--- src/pkg/synth_port_defs.vh ---
/*
 Constants for the synthesizer serial programming port: word layout,
 destination codes, function-latch bit positions and sleep methods.
 Assumes inclusion by bare name from design files.
*/
`ifndef SYNTH_PORT_DEFS_VH
`define SYNTH_PORT_DEFS_VH

// ----------------------------------------
// Word layout
// ----------------------------------------
`define SHIFT_WIDTH     20
`define FUNC_WIDTH      18
`define FEEDBACK_WIDTH  12
`define REF_WIDTH       6
`define SWALLOW_WIDTH   6
`define MAIN_WIDTH      6

// ----------------------------------------
// Destination codes {high, low}
// ----------------------------------------
`define DEST_FEEDBACK   2'b00
`define DEST_REFERENCE  2'b10

// ----------------------------------------
// Function latch bit positions (0-based)
// ----------------------------------------
`define FBIT_PRESCALER  0
`define FBIT_RX_SLEEP   5
`define FBIT_TX_SLEEP   6
`define FBIT_METHOD_LO  10
`define FBIT_METHOD_HI  11

// ----------------------------------------
// Sleep methods {hi, lo}
// ----------------------------------------
`define METHOD_SOFT     2'b00
`define METHOD_PIN      2'b11

// ----------------------------------------
// Prescaler moduli
// ----------------------------------------
`define PRESCALE_LOW    7'h20
`define PRESCALE_HIGH   7'h40

// ----------------------------------------
// Reset values
// ----------------------------------------
`define SHIFT_RESET     20'h00000
`define FUNC_RESET      18'h00000
`define RATIO_RESET     6'h00
`define DIVIDE_RESET    13'h0000
// Sleep pins idle high, serial pins idle low
`define SYNC_IDLE       5'h18

`endif

--- src/design/synth_serial_program_port.v ---
/*
 Serial programming port of a frequency synthesizer: a 20-bit shift
 register, three destination latches, feedback ratio arithmetic and the
 receive/transmit chain sleep control.
 Assumes clock, data and strobe come from a host outside the mclk domain;
 each is synchronised here; clock and strobe edges are found by sampling.
*/
`timescale 1ns/1ns
`include "synth_port_defs.vh"

// Contract
// - 20-bit shifter feeds function, feedback, reference latches
// - Data sampled on rising serial clock, MSB first
// - Last two shifted bits select the destination
// - Strobe rising edge copies data to chosen latch
// - 00 feedback, 10 reference, x1 function latch
// - Code 00 loads swallow and main 6-bit latches
// - Swallow ratio binary, feedback bits one to six
// - Code 10 loads reference ratio, host keeps 3..63
// - Feedback divide is modulus times main plus swallow
// - Receive sleep by pin or latch bit per method
// - Transmit sleep by pin or latch bit per method
// - Method 00 software, 11 pin, others reserved
// - Pin low sleeps chain; software bit one sleeps
// - Latches kept through power-down; host initialises once
module synth_serial_program_port (
   // Clock and reset
   input  wire                         mclk,
   input  wire                         rst,
   // Serial port from host
   input  wire                         serialClock,
   input  wire                         serialData,
   input  wire                         loadStrobe,
   // Chain sleep pins
   input  wire                         receiveChainSleepPin,
   input  wire                         transmitChainSleepPin,
   // Latch contents
   output reg  [`FUNC_WIDTH-1:0]       functionControlLatch,
   output reg  [`SWALLOW_WIDTH-1:0]    swallowRatio,
   output reg  [`MAIN_WIDTH-1:0]       mainRatio,
   output reg  [`REF_WIDTH-1:0]        referenceRatio,
   // Derived controls
   output reg  [12:0]                  feedbackDivide,
   output reg                          receiveChainOff,
   output reg                          transmitChainOff,
   output reg                          methodReserved
);

   // ----------------------------------------
   // Pin indices
   // ----------------------------------------
   localparam PIN_CLOCK    = 0;
   localparam PIN_DATA     = 1;
   localparam PIN_STROBE   = 2;
   localparam PIN_RX_SLEEP = 3;
   localparam PIN_TX_SLEEP = 4;
   localparam PIN_COUNT    = 5;
   localparam CHAIN_COUNT  = 2;

   localparam [PIN_COUNT-1:0] SYNC_IDLE = `SYNC_IDLE;

   // ----------------------------------------
   // Decode functions
   // ----------------------------------------
   function isFunctionTarget;
      input [1:0] code;
      begin
         isFunctionTarget = code[0];
      end
   endfunction

   function isReferenceTarget;
      input [1:0] code;
      begin
         isReferenceTarget = (code == `DEST_REFERENCE);
      end
   endfunction

   function isFeedbackTarget;
      input [1:0] code;
      begin
         isFeedbackTarget = (code == `DEST_FEEDBACK);
      end
   endfunction

   function methodIsPin;
      input [1:0] code;
      begin
         methodIsPin = (code == `METHOD_PIN);
      end
   endfunction

   function methodIsReserved;
      input [1:0] code;
      begin
         methodIsReserved = (code != `METHOD_SOFT) && (code != `METHOD_PIN);
      end
   endfunction

   // ----------------------------------------
   // Input synchronisers
   // ----------------------------------------
   wire [PIN_COUNT-1:0] pinRaw;
   wire [PIN_COUNT-1:0] pinSync;

   assign pinRaw = {transmitChainSleepPin, receiveChainSleepPin, loadStrobe, serialData, serialClock};

   // Reset to each pin's idle level so no false edge follows reset.
   genvar gi;
   generate
      for (gi = 0; gi < PIN_COUNT; gi = gi + 1) begin : pin_sync
         reg stageA;
         reg stageB;

         always @(posedge mclk) begin
            if (rst) begin
               stageA <= SYNC_IDLE[gi];
               stageB <= SYNC_IDLE[gi];
            end else begin
               stageA <= pinRaw[gi];
               stageB <= stageA;
            end
         end

         assign pinSync[gi] = stageB;
      end
   endgenerate

   // ----------------------------------------
   // Edge detection
   // ----------------------------------------
   reg clockLast;
   reg strobeLast;
   reg dataHeld;

   always @(posedge mclk) begin
      if (rst) begin
         clockLast <= SYNC_IDLE[PIN_CLOCK];
         strobeLast <= SYNC_IDLE[PIN_STROBE];
         dataHeld <= SYNC_IDLE[PIN_DATA];
      end else begin
         clockLast <= pinSync[PIN_CLOCK];
         strobeLast <= pinSync[PIN_STROBE];
         dataHeld <= pinSync[PIN_DATA];
      end
   end

   // Data is taken one sample early, from the sample that pairs with the
   // clock still low, so the host's setup time covers the data path.
   wire clockRise  = pinSync[PIN_CLOCK] & ~clockLast;
   wire strobeRise = pinSync[PIN_STROBE] & ~strobeLast;

   // ----------------------------------------
   // Shift register
   // ----------------------------------------
   reg [`SHIFT_WIDTH-1:0] shiftWord;
   reg [`SHIFT_WIDTH-1:0] next_shiftWord;

   always @* begin
      next_shiftWord = shiftWord;
      if (clockRise) begin
         next_shiftWord = {shiftWord[`SHIFT_WIDTH-2:0], dataHeld};
      end
   end

   always @(posedge mclk) begin
      if (rst) begin
         shiftWord <= `SHIFT_RESET;
      end else begin
         shiftWord <= next_shiftWord;
      end
   end

   // ----------------------------------------
   // Destination decode
   // ----------------------------------------
   wire [1:0] destCode = shiftWord[1:0];

   wire loadFunction  = strobeRise & isFunctionTarget(destCode);
   wire loadReference = strobeRise & isReferenceTarget(destCode);
   wire loadFeedback  = strobeRise & isFeedbackTarget(destCode);

   // ----------------------------------------
   // Function latch
   // ----------------------------------------
   reg [`FUNC_WIDTH-1:0] next_functionControlLatch;

   always @* begin
      next_functionControlLatch = functionControlLatch;
      if (loadFunction) begin
         next_functionControlLatch = shiftWord[`SHIFT_WIDTH-1:2];
      end
   end

   // Power-up reset only; rst models that, so latches clear here and
   // nothing else ever clears them.
   always @(posedge mclk) begin
      if (rst) begin
         functionControlLatch <= `FUNC_RESET;
      end else begin
         functionControlLatch <= next_functionControlLatch;
      end
   end

   // ----------------------------------------
   // Reference divider latch
   // ----------------------------------------
   reg [`REF_WIDTH-1:0] next_referenceRatio;

   always @* begin
      next_referenceRatio = referenceRatio;
      if (loadReference) begin
         next_referenceRatio = shiftWord[`REF_WIDTH+1:2];
      end
   end

   always @(posedge mclk) begin
      if (rst) begin
         referenceRatio <= `RATIO_RESET;
      end else begin
         referenceRatio <= next_referenceRatio;
      end
   end

   // ----------------------------------------
   // Feedback divider latches
   // ----------------------------------------
   reg [`SWALLOW_WIDTH-1:0] next_swallowRatio;
   reg [`MAIN_WIDTH-1:0]    next_mainRatio;

   always @* begin
      next_swallowRatio = swallowRatio;
      next_mainRatio = mainRatio;
      if (loadFeedback) begin
         next_swallowRatio = shiftWord[`SWALLOW_WIDTH+1:2];
         next_mainRatio = shiftWord[`SWALLOW_WIDTH+`MAIN_WIDTH+1:`SWALLOW_WIDTH+2];
      end
   end

   always @(posedge mclk) begin
      if (rst) begin
         swallowRatio <= `RATIO_RESET;
         mainRatio <= `RATIO_RESET;
      end else begin
         swallowRatio <= next_swallowRatio;
         mainRatio <= next_mainRatio;
      end
   end

   // ----------------------------------------
   // Feedback ratio
   // ----------------------------------------
   wire [6:0]  modulus = functionControlLatch[`FBIT_PRESCALER] ? `PRESCALE_HIGH : `PRESCALE_LOW;
   wire [12:0] product = modulus * mainRatio;
   wire [12:0] next_feedbackDivide;

   // Swallow above modulus or main is the host's fault; no clamp.
   assign next_feedbackDivide = product + {7'h00, swallowRatio};

   always @(posedge mclk) begin
      if (rst) begin
         feedbackDivide <= `DIVIDE_RESET;
      end else begin
         feedbackDivide <= next_feedbackDivide;
      end
   end

   // ----------------------------------------
   // Chain sleep
   // ----------------------------------------
   wire [1:0] method = {functionControlLatch[`FBIT_METHOD_HI], functionControlLatch[`FBIT_METHOD_LO]};

   wire [CHAIN_COUNT-1:0] chainPin;
   wire [CHAIN_COUNT-1:0] chainBit;
   wire [CHAIN_COUNT-1:0] next_chainOff;

   assign chainPin = {pinSync[PIN_TX_SLEEP], pinSync[PIN_RX_SLEEP]};
   assign chainBit = {functionControlLatch[`FBIT_TX_SLEEP], functionControlLatch[`FBIT_RX_SLEEP]};

   // Reserved test codes fall back to software control.
   genvar gc;
   generate
      for (gc = 0; gc < CHAIN_COUNT; gc = gc + 1) begin : chain_sleep
         assign next_chainOff[gc] = methodIsPin(method) ? ~chainPin[gc] : chainBit[gc];
      end
   endgenerate

   always @(posedge mclk) begin
      if (rst) begin
         receiveChainOff <= 1'b0;
         transmitChainOff <= 1'b0;
         methodReserved <= 1'b0;
      end else begin
         receiveChainOff <= next_chainOff[0];
         transmitChainOff <= next_chainOff[1];
         methodReserved <= methodIsReserved(method);
      end
   end

endmodule // synth_serial_program_port

--- config.mk ---
export PLATFORM = sky130hd
export DESIGN_NAME = synth_serial_program_port
export DESIGN_NICKNAME = d
export VERILOG_FILES = /design/src/design/synth_serial_program_port.v
export VERILOG_INCLUDE_DIRS = /design/src /design/src/pkg
export SDC_FILE = /design/constraint.sdc
export NUM_CORES = 1
export LEC_CHECK = 0
export ABC_AREA = 0
export BUFFER_PORTS_ARGS = -buffer_cell sky130_fd_sc_hd__buf_4
export CAP_MARGIN = 20
export CORE_AREA = 2 2 93 95
export CTS_CLUSTER_DIAMETER = 100
export DETAILED_ROUTE_END_ITERATION = 10
export DIE_AREA = 0 0 95 97
export GPL_TIMING_DRIVEN = 0
export PLACE_DENSITY = 0.65
export SETUP_SLACK_MARGIN = 0.4
export SYNTH_ARGS = -nofsm -noshare
export SYNTH_HDL_FRONTEND = slang
export SYNTH_SLANG_ARGS = --single-unit
--- constraint.sdc ---
create_clock -name mclk -period 2.59 [get_ports mclk]
set_clock_uncertainty 0.05 [all_clocks]
set_input_delay 0.259 -clock mclk [delete_from_list [all_inputs] [get_ports mclk]]
set_output_delay 0.259 -clock mclk [all_outputs]
set_load 0.1 [all_outputs]
== After elaboration in Yosys (flattened, before gate mapping) ==
Cells that the tools add are included.

* Add/sub/neg operators: 1
* Multipliers: 1
* Equal/unequal tests: 3
* Muxes and demuxes: 3
* Bitwise gates (word level): 9
* Reduce and logical (&&, ||, !) cells: 3

{| class="wikitable"
|+ Operator list
! operator !! count
|-
| $add 13x6->13 || 1
|-
| $mul 7x6->13 || 1
|-
| $mux 7 || 1
|-
| $and 1x1->1 || 5
|-
| $eq 2x2->1 const B || 2
|-
| $not 1->1 || 4
|-
| $logic_not 2->1 || 1
|-
| $mux 1 || 2
|-
| $ne 2x2->1 const B || 1
|-
| $reduce_bool 2->1 || 1
|-
| $logic_and 1x1->1 || 1
|}

* Register bits after elaboration: 85
* Input bits: 7
* Logic and storage cells: 42

== Logic depth before layout (Yosys ltp) ==
Gate-level depths: netlist of the first run.

* Depth in word-level cells: 3
* Depth in mapped cells: 10
* Depth with buffers taken out: 9

== Least setup slack after synthesis of the first run ==
Ideal clock, no wire load.

* Path kind: flip-flop to flip-flop
* Start: register functionControlLatch[0]
* End: register feedbackDivide[12]
* Setup time: 0.129 ns
* Data arrival time: 3.109 ns
* Data required time: 2.411 ns
* Setup slack: -0.698 ns
* Stages on the path, launching flop included: 11
* Path buffers: 1
* Clock period less this slack: 3.288 ns
* Path through: dfxtp_1 -> clkbuf_1 -> and2_1 -> ha_1 -> ha_1 -> ha_1 -> ha_1 -> a21o_1 -> a21oi_1 -> a21o_1 -> a21oi_1

* Cells in the longest elaborated chain, start to end: 3

{| class="wikitable"
|+ RTL lines
! what !! line !! source
|-
| start, declared || synth_serial_program_port.v:38 || <nowiki>output reg [`FUNC_WIDTH-1:0] functionControlLatch,</nowiki>
|-
| start signal, assigned || synth_serial_program_port.v:199 || <nowiki>functionControlLatch <= `FUNC_RESET;</nowiki>
|-
| start signal, assigned || synth_serial_program_port.v:201 || <nowiki>functionControlLatch <= next_functionControlLatch;</nowiki>
|-
| $mux 7 (no source line) || n/a ||
|-
| $mul 7x6->13 || synth_serial_program_port.v:254 || <nowiki>wire [12:0] product = modulus * mainRatio;</nowiki>
|-
| $add 13x6->13 || synth_serial_program_port.v:258 || <nowiki>assign next_feedbackDivide = product + {7'h00, swallowRatio};</nowiki>
|-
| end signal, assigned || synth_serial_program_port.v:262 || <nowiki>feedbackDivide <= `DIVIDE_RESET;</nowiki>
|-
| end signal, assigned || synth_serial_program_port.v:264 || <nowiki>feedbackDivide <= next_feedbackDivide;</nowiki>
|-
| end, declared || synth_serial_program_port.v:43 || <nowiki>output reg [12:0] feedbackDivide,</nowiki>
|}

Every way passes these cells.
A chain may end at the register's enable or synchronous reset.

== Worst setup path after layout of the first run ==
Same ends and word-level chain as after synthesis.

==> qor.yml, run 1 <==
sta:
  tns_ns: 0
  slew_viol_final: 0
  rsz0062_at_grt: "true"
  relSlewSlack: 0.650
  hold_violations: 0
  timing.fmax_ghz: 0.421
  fin_crit_sh: 0.917
  layout_min_cycle_time_ns: 2.37
  tightest_slew_ns: 0.525
  setup_viol: 0
  setup_slack_ns: 0.216
global_routing:
  track_usage: 0.158
  grt_max_degree: 14
  grt_antenna_before_repair: 0
  grt_pass1_vias: 2343
  grt_overflow_total: 0
  grt_first_pass_wirelength_mm: 11.2
detailed_routing:
  vias_per_cell: 4.74
  drtIter0Drc: 94
  drtAntennaViolNets: 0
  routedWlPerCell_um: 13.3
  drt-total-wl_mm: 7.08
  vias: 2530
  post-route-drc-count: 0
  drtPass1Iterations: 4
power:
  power.density_nw_per_um2: 546
  vdd_drop_max_mv: 0.258
  p_sw_frac: 0.229
  clkPwrFrac: 0.378
  p_leak_nw: 1.61
  p_switching_mw: 0.517
  p_comb_frac: 0.040
  seqPwrFrac: 0.582
  intPower_mw: 1.74
synthesis:
  synth_seq_cells: 85
  yosysWarnings: 0
  synth_top_area_share: 0.536
  synthArstFlopShare: 0
  yosys-top-cells-area: "dfxtp_1 54%, nand2_1 12%, a21oi_1 8.2%"
  yosysTopAreaCell: "dfxtp_1"
  synth-seq-area-share: 0.536
  synth_edf_count: 0
  synth.distinct_cells: 32
  synthCells: 352
  ys.flop_type: "dfxtp_1"
  synthesis.area_um2: 3180
  avgSynthCellArea_um2: 9.02
finish:
  final_cell_mix: "100 x nand2_1, 79 x dfxtp_1, 67 x buf_4"
  fin_area_um2: 4140
  drive_gt1_frac: 0.273
  area_delta_synth_final_pct: 30.2
  layout_commonest_cell: "nand2_1"
  final_nets: 447
  diodes: 0
run_status:
  status: "complete, no violations"
worst_setup_path:
  worst-path-max-fanout: 7
  path_class: "reg2reg"
  critPathArrivalTime_ns: 2.61
  critPathLaunchType: "flip-flop"
  crit_required_ns: 2.83
  crit_path_end_kind: "flip-flop"
cts:
  clock-sinks: 85
  cts_buffers: 9
  clk_pin_slew_ns: 0.08
  cts_tree: "done"
  h-tree-depth: 3
  clkLatencyLatePin_ns: 0.35
  clockBufferDepth: 2
  ctsRootBufferMaster: "clkbuf_8"
floorplan:
  rows: 33
  die_area_um2: 9220
  initial_utilization: 0.390
  ios: 59
  fp.dieW_um: 95
  die_y_um: 97
  core_um2: 8130
placed_design:
  placed_cell_area_um2: 3880
  gp_congestion: 0.771
  dp_hpwl_mm: 5.00
  port_buffers: 57
  dpl_worst_slack_ns: 0.0820
worst_hold_path:
  hold_class: "in2reg"
flow_run:
  cap_viol_max_count: 0
==> power groups by stage <==
stage                     Sequential [mW]  Combinational (mW)  Clock [mW]
final                                1.32              0.0904       0.853
after CTS                            1.32              0.0902       0.879
after global routing                 1.32              0.0983       0.934
after global placement               1.35              0.0887           0
after detailed placement             1.35              0.0889           0
after floorplan                      1.36              0.0502           0
==> path summary, 6_finish.rpt <==
path / startpoint / end / slack (ns) / depth (start not counted)
worst min register to register: pin_sync[3].stageA$_SDFF_PP1_ / pin_sync[3].stageB$_SDFF_PP1_ / 0.37 / 1
worst min-delay path: transmitChainSleepPin / pin_sync[4].stageA$_SDFF_PP1_ / 0.04 / 2
worst max register to register: functionControlLatch[0]$_SDFFE_PP0P_ / feedbackDivide[12]$_SDFF_PP0_ / 0.22 / 10
worst max-delay path: functionControlLatch[0]$_SDFFE_PP0P_ / feedbackDivide[12]$_SDFF_PP0_ / 0.22 / 10
==> per-layer routing <==
| layer | global-route usage | part of all wire |
|---|---|---|
| met4 | 0.0758 | 0.021 |
| met3 | 0.0397 | 0.046 |
| met2 | 0.249 | 0.48 |
| met1 | 0.200 | 0.45 |
| met5 | 0 | 0 |
==> Yosys cell counts (2+ instances only) <==
library cell and number:
nand2_1 100, dfxtp_1 85, a21oi_1 52, nor2b_1 23, ha_1 14, clkbuf_1 13, nor2_1 12, mux2i_1 7
buf_4 6, and2_1 4, buf_2 4, or2_2 4, a211oi_1 2, a21o_1 2, and3b_1 2, mux2_2 2
nand3_1 2, nand3b_1 2, xnor2_1 2, xor2_1 2
==> timing repair <==
action / in CTS / in global routing
gates resized for setup: 5 / 4
hold buffers: 0 / 0
buffers inserted: 4 / 0
pin swaps: 7 / 1
setup endpoints to repair: 3 / 3
==> sequential cells by signal, summed over array words and instances, names as in the netlist, 5 cells and up <==
register / cells
shiftWord: 20
functionControlLatch: 18
feedbackDivide: 13
mainRatio: 6
referenceRatio: 6
swallowRatio: 6
pin_sync.stageA: 5
pin_sync.stageB: 5
==> cell type report <==
type                            instances  area, um^2
Fill cell                             763        4000
Sequential cell                        85        1720
Multi-Input combinational cell        243        1500
Timing Repair Buffer                   61         458
Clock buffer                           12         156
Buffer                                 25         150
Tap cell                              105         131
Clock inverter                          3        20.0
==> critical path: stages (launching register included) <==
cell	delay (ns)
dfxtp_4	0.36
clkbuf_16	0.16
and2_4	0.15
ha_4	0.24
ha_4	0.15
fa_1	0.53
ha_4	0.16
and3_4	0.17
nand3_2	0.08
a21o_1	0.16
a21oi_1	0.11
==> through the flow <==
stage | utilization | power, mW | hold WS (ns) | cells
2_1_floorplan | - | 1.41 | 0.313 | 353
3_3_place_gp | 0.477 | 1.43 | 0.345 | 515
3_5_place_dp | 0.477 | 1.44 | 0.350 | 515
4_1_cts | 0.506 | 2.29 | 0.0169 | 534
5_1_grt | 0.508 | 2.35 | 0.0169 | 534
6_report | 0.508 | 2.26 | 0.0358 | 534
==> cell families after synthesis <==
logic type,count (synthesis),share of synthesized area
buffers and inverters,25,0.0406
AND/OR/NAND/NOR,155,0.225
other,1,0.00118
AO/OA/AOI/OAI,58,0.0957
XOR/XNOR,4,0.0110
flip-flops,85,0.536
adder cells (fa/ha/maj),15,0.0615
multiplexers,9,0.0292
(Power assumes the default switching activity.)
==> inputs of run 2 (changes only) <==
SETUP_SLACK_MARGIN = 0.02   (was 0.4)
SKIP_LAST_GASP = 1   (was unset)
==> qor.yml, run 2 (synthesized netlist as in run 1, its figures left out) <==
worst_setup_path:
  crit_required_ns: 2.76  # -0.07 ns
  worst-path-max-fanout: 10  # +3
  path_class: "reg2reg"
  critPathArrivalTime_ns: 2.62  # about the same
  critPathLaunchType: "flip-flop"
  crit_path_end_kind: "flip-flop"
  cpMostUsedCell: "ha_4"
  cpPeakStageDelay_ns: 0.49  # -0.04 ns
  slowest_stage: "fa_1"
  crit_chain: "clkbuf_8 -> and2_1 -> ha_1 -> ha_4 -> fa_1 -> ha_4 -> and3_1 -> nand3_1 -> a21o_1 -> a21oi_1"
sta:
  tns_ns: 0  # unchanged
  setup_viol: 0  # unchanged
  tightest_slew_ns: 0.524  # -0.000116 ns
  holdWs_ns: 0.0387  # +0.00290 ns
  hold_violations: 0  # unchanged
  relSlewSlack: 0.650  # about the same
  rsz0062_at_grt: "false"
  timing.fmax_ghz: 0.409  # -2.9%
  fin_crit_sh: 0.944  # +0.0274
  layout_min_cycle_time_ns: 2.44  # +0.0709 ns
  slew_viol_final: 0  # unchanged
finish:
  final_nets: 443  # -0.89%
  max_flop_register: "shiftWord"
  largest_reg_flops: 20  # unchanged
  reg_top3: "shiftWord: 20 flops, functionControlLatch: 18 flops, feedbackDivide: 13 flops"
  final_cell_mix: "100 x nand2_1, 81 x dfxtp_1, 63 x buf_4"
  layout_commonest_cell: "nand2_1"
  diodes: 0  # unchanged
  drive_gt1_frac: 0.251  # -0.0216
  area_delta_synth_final_pct: 27.8
power:
  vdd_drop_max_mv: 0.364  # +41%
  intPower_mw: 1.75  # +0.71%
  p_leak_nw: 1.60  # -0.42%
  clkPwrFrac: 0.390  # +0.012
  p_comb_frac: 0.038  # -0.002
  p_switching_mw: 0.548  # +6.1%
  power.density_nw_per_um2: 567  # +3.9%
  finalPower_mw: 2.30  # +1.9%
  p_sw_frac: 0.238  # +0.00937
  seqPwrFrac: 0.572  # -0.010
cts:
  clockBufferDepth: 2  # unchanged
  cts_tree: "done"
  cts_setup_buffers: 0  # -4
  clock-sinks: 85  # unchanged
  clk_pin_slew_ns: 0.09  # about the same
  h-tree-depth: 3  # unchanged
  ctsRootBufferMaster: "clkbuf_8"
  clkLatencyLatePin_ns: 0.34  # about the same
  cts_buffers: 9  # unchanged
global_routing:
  grt_first_pass_wirelength_mm: 10.8  # -3.6%
  grt_max_degree: 16  # +2
  grt_antenna_before_repair: 0  # unchanged
  grt_pass1_vias: 2228  # -4.9%
  grt_overflow_total: 0  # unchanged
  track_usage: 0.148  # -0.00984
floorplan:
  ios: 59  # unchanged
  rows: 33  # unchanged
  core_um2: 8130  # unchanged
  die_y_um: 97  # unchanged
  initial_utilization: 0.390  # unchanged
  fp.dieW_um: 95  # unchanged
  die_area_um2: 9220  # unchanged
detailed_routing:
  drtIter0Drc: 92  # -2.1%
  post-route-drc-count: 0  # unchanged
  vias_per_cell: 4.71  # -0.63%
  drtAntennaViolNets: 0  # unchanged
  drt-total-wl_mm: 6.70  # -5.3%
  vias: 2500  # -1.2%
  routedWlPerCell_um: 12.6  # -4.8%
  drtPass1Iterations: 4  # unchanged
placed_design:
  port_buffers: 57  # unchanged
  gp_congestion: 0.752  # -2.5%
  dp_hpwl_mm: 4.93  # -1.4%
flow_run:
  cap_viol_max_count: 0  # unchanged
worst_hold_path:
  hold_class: "in2reg"
run_status:
  status: "complete, no violations"
run 2: worst max-delay path: cells and delay by family, from the launching register on:
kind / cells / cell delay [ns]
and+or+nand+nor: 3 / 0.43
AOI/OAI and AO/OA: 2 / 0.17
adders and majority gates: 4 / 1.13
DFF: 1 / 0.37
buffers and inverters: 1 / 0.16
run 2: layout make-up:
type | instances | area, um^2
multi-input cells | 243 | 1450
repair buffers | 57 | 428
plain buffers | 25 | 139
well taps | 105 | 131
clock buffers | 11 | 151
clock inverters | 5 | 42.5
fillers | 764 | 4080
flip-flops and latches | 85 | 1710
run 2: power by group through the flow:
stage          clock, mW  combinational (mW)  sequential (mW)
2_1_floorplan          0              0.0488             1.36
3_3_place_gp           0              0.0874             1.35
3_5_place_dp           0              0.0881             1.35
4_1_cts            0.922              0.0887             1.32
5_1_grt            0.983              0.0968             1.32
6_report           0.897              0.0882             1.32
run 2: metrics by stage:
step / setup WS, ns / std cells / util / instance area [um^2]
after detailed placement: 0.117 / 515 / 0.473 / 3850
after global routing: 0.0337 / 531 / 0.499 / 4060
after floorplan: 0.0308 / 353 / - / 3290
after CTS: 0.0904 / 531 / 0.497 / 4040
final: 0.145 / 531 / 0.499 / 4060
after global placement: 0.131 / 515 / 0.473 / 3850
run 2: path summary, 6_finish.rpt:
path / startpoint / end / slack [ns] / cells past startpoint
worst min-delay path: receiveChainSleepPin / pin_sync[3].stageA$_SDFF_PP1_ / 0.04 / 2
worst max register to register: functionControlLatch[0]$_SDFFE_PP0P_ / feedbackDivide[12]$_SDFF_PP0_ / 0.15 / 10
worst min register to register: pin_sync[3].stageB$_SDFF_PP1_ / receiveChainOff$_SDFF_PP0_ / 0.37 / 1
worst max-delay path: functionControlLatch[0]$_SDFFE_PP0P_ / feedbackDivide[12]$_SDFF_PP0_ / 0.15 / 10
run 2: per-layer routing:
layer,vias to the layer above,share of wire,GRT usage
li1,1283,-,-
met1,1166,0.47,0.206
met2,45,0.48,0.229
met3,6,0.039,0.0397
met4,0,0.011,0.0368
met5,-,0,0
run 2: timing repair:
action | in CTS | in global routing
hold buffers | 0 | 0
resized for setup | 0 | 2
endpoints found under the setup margin | 0 | 1
endpoints found under the hold margin | 0 | 0
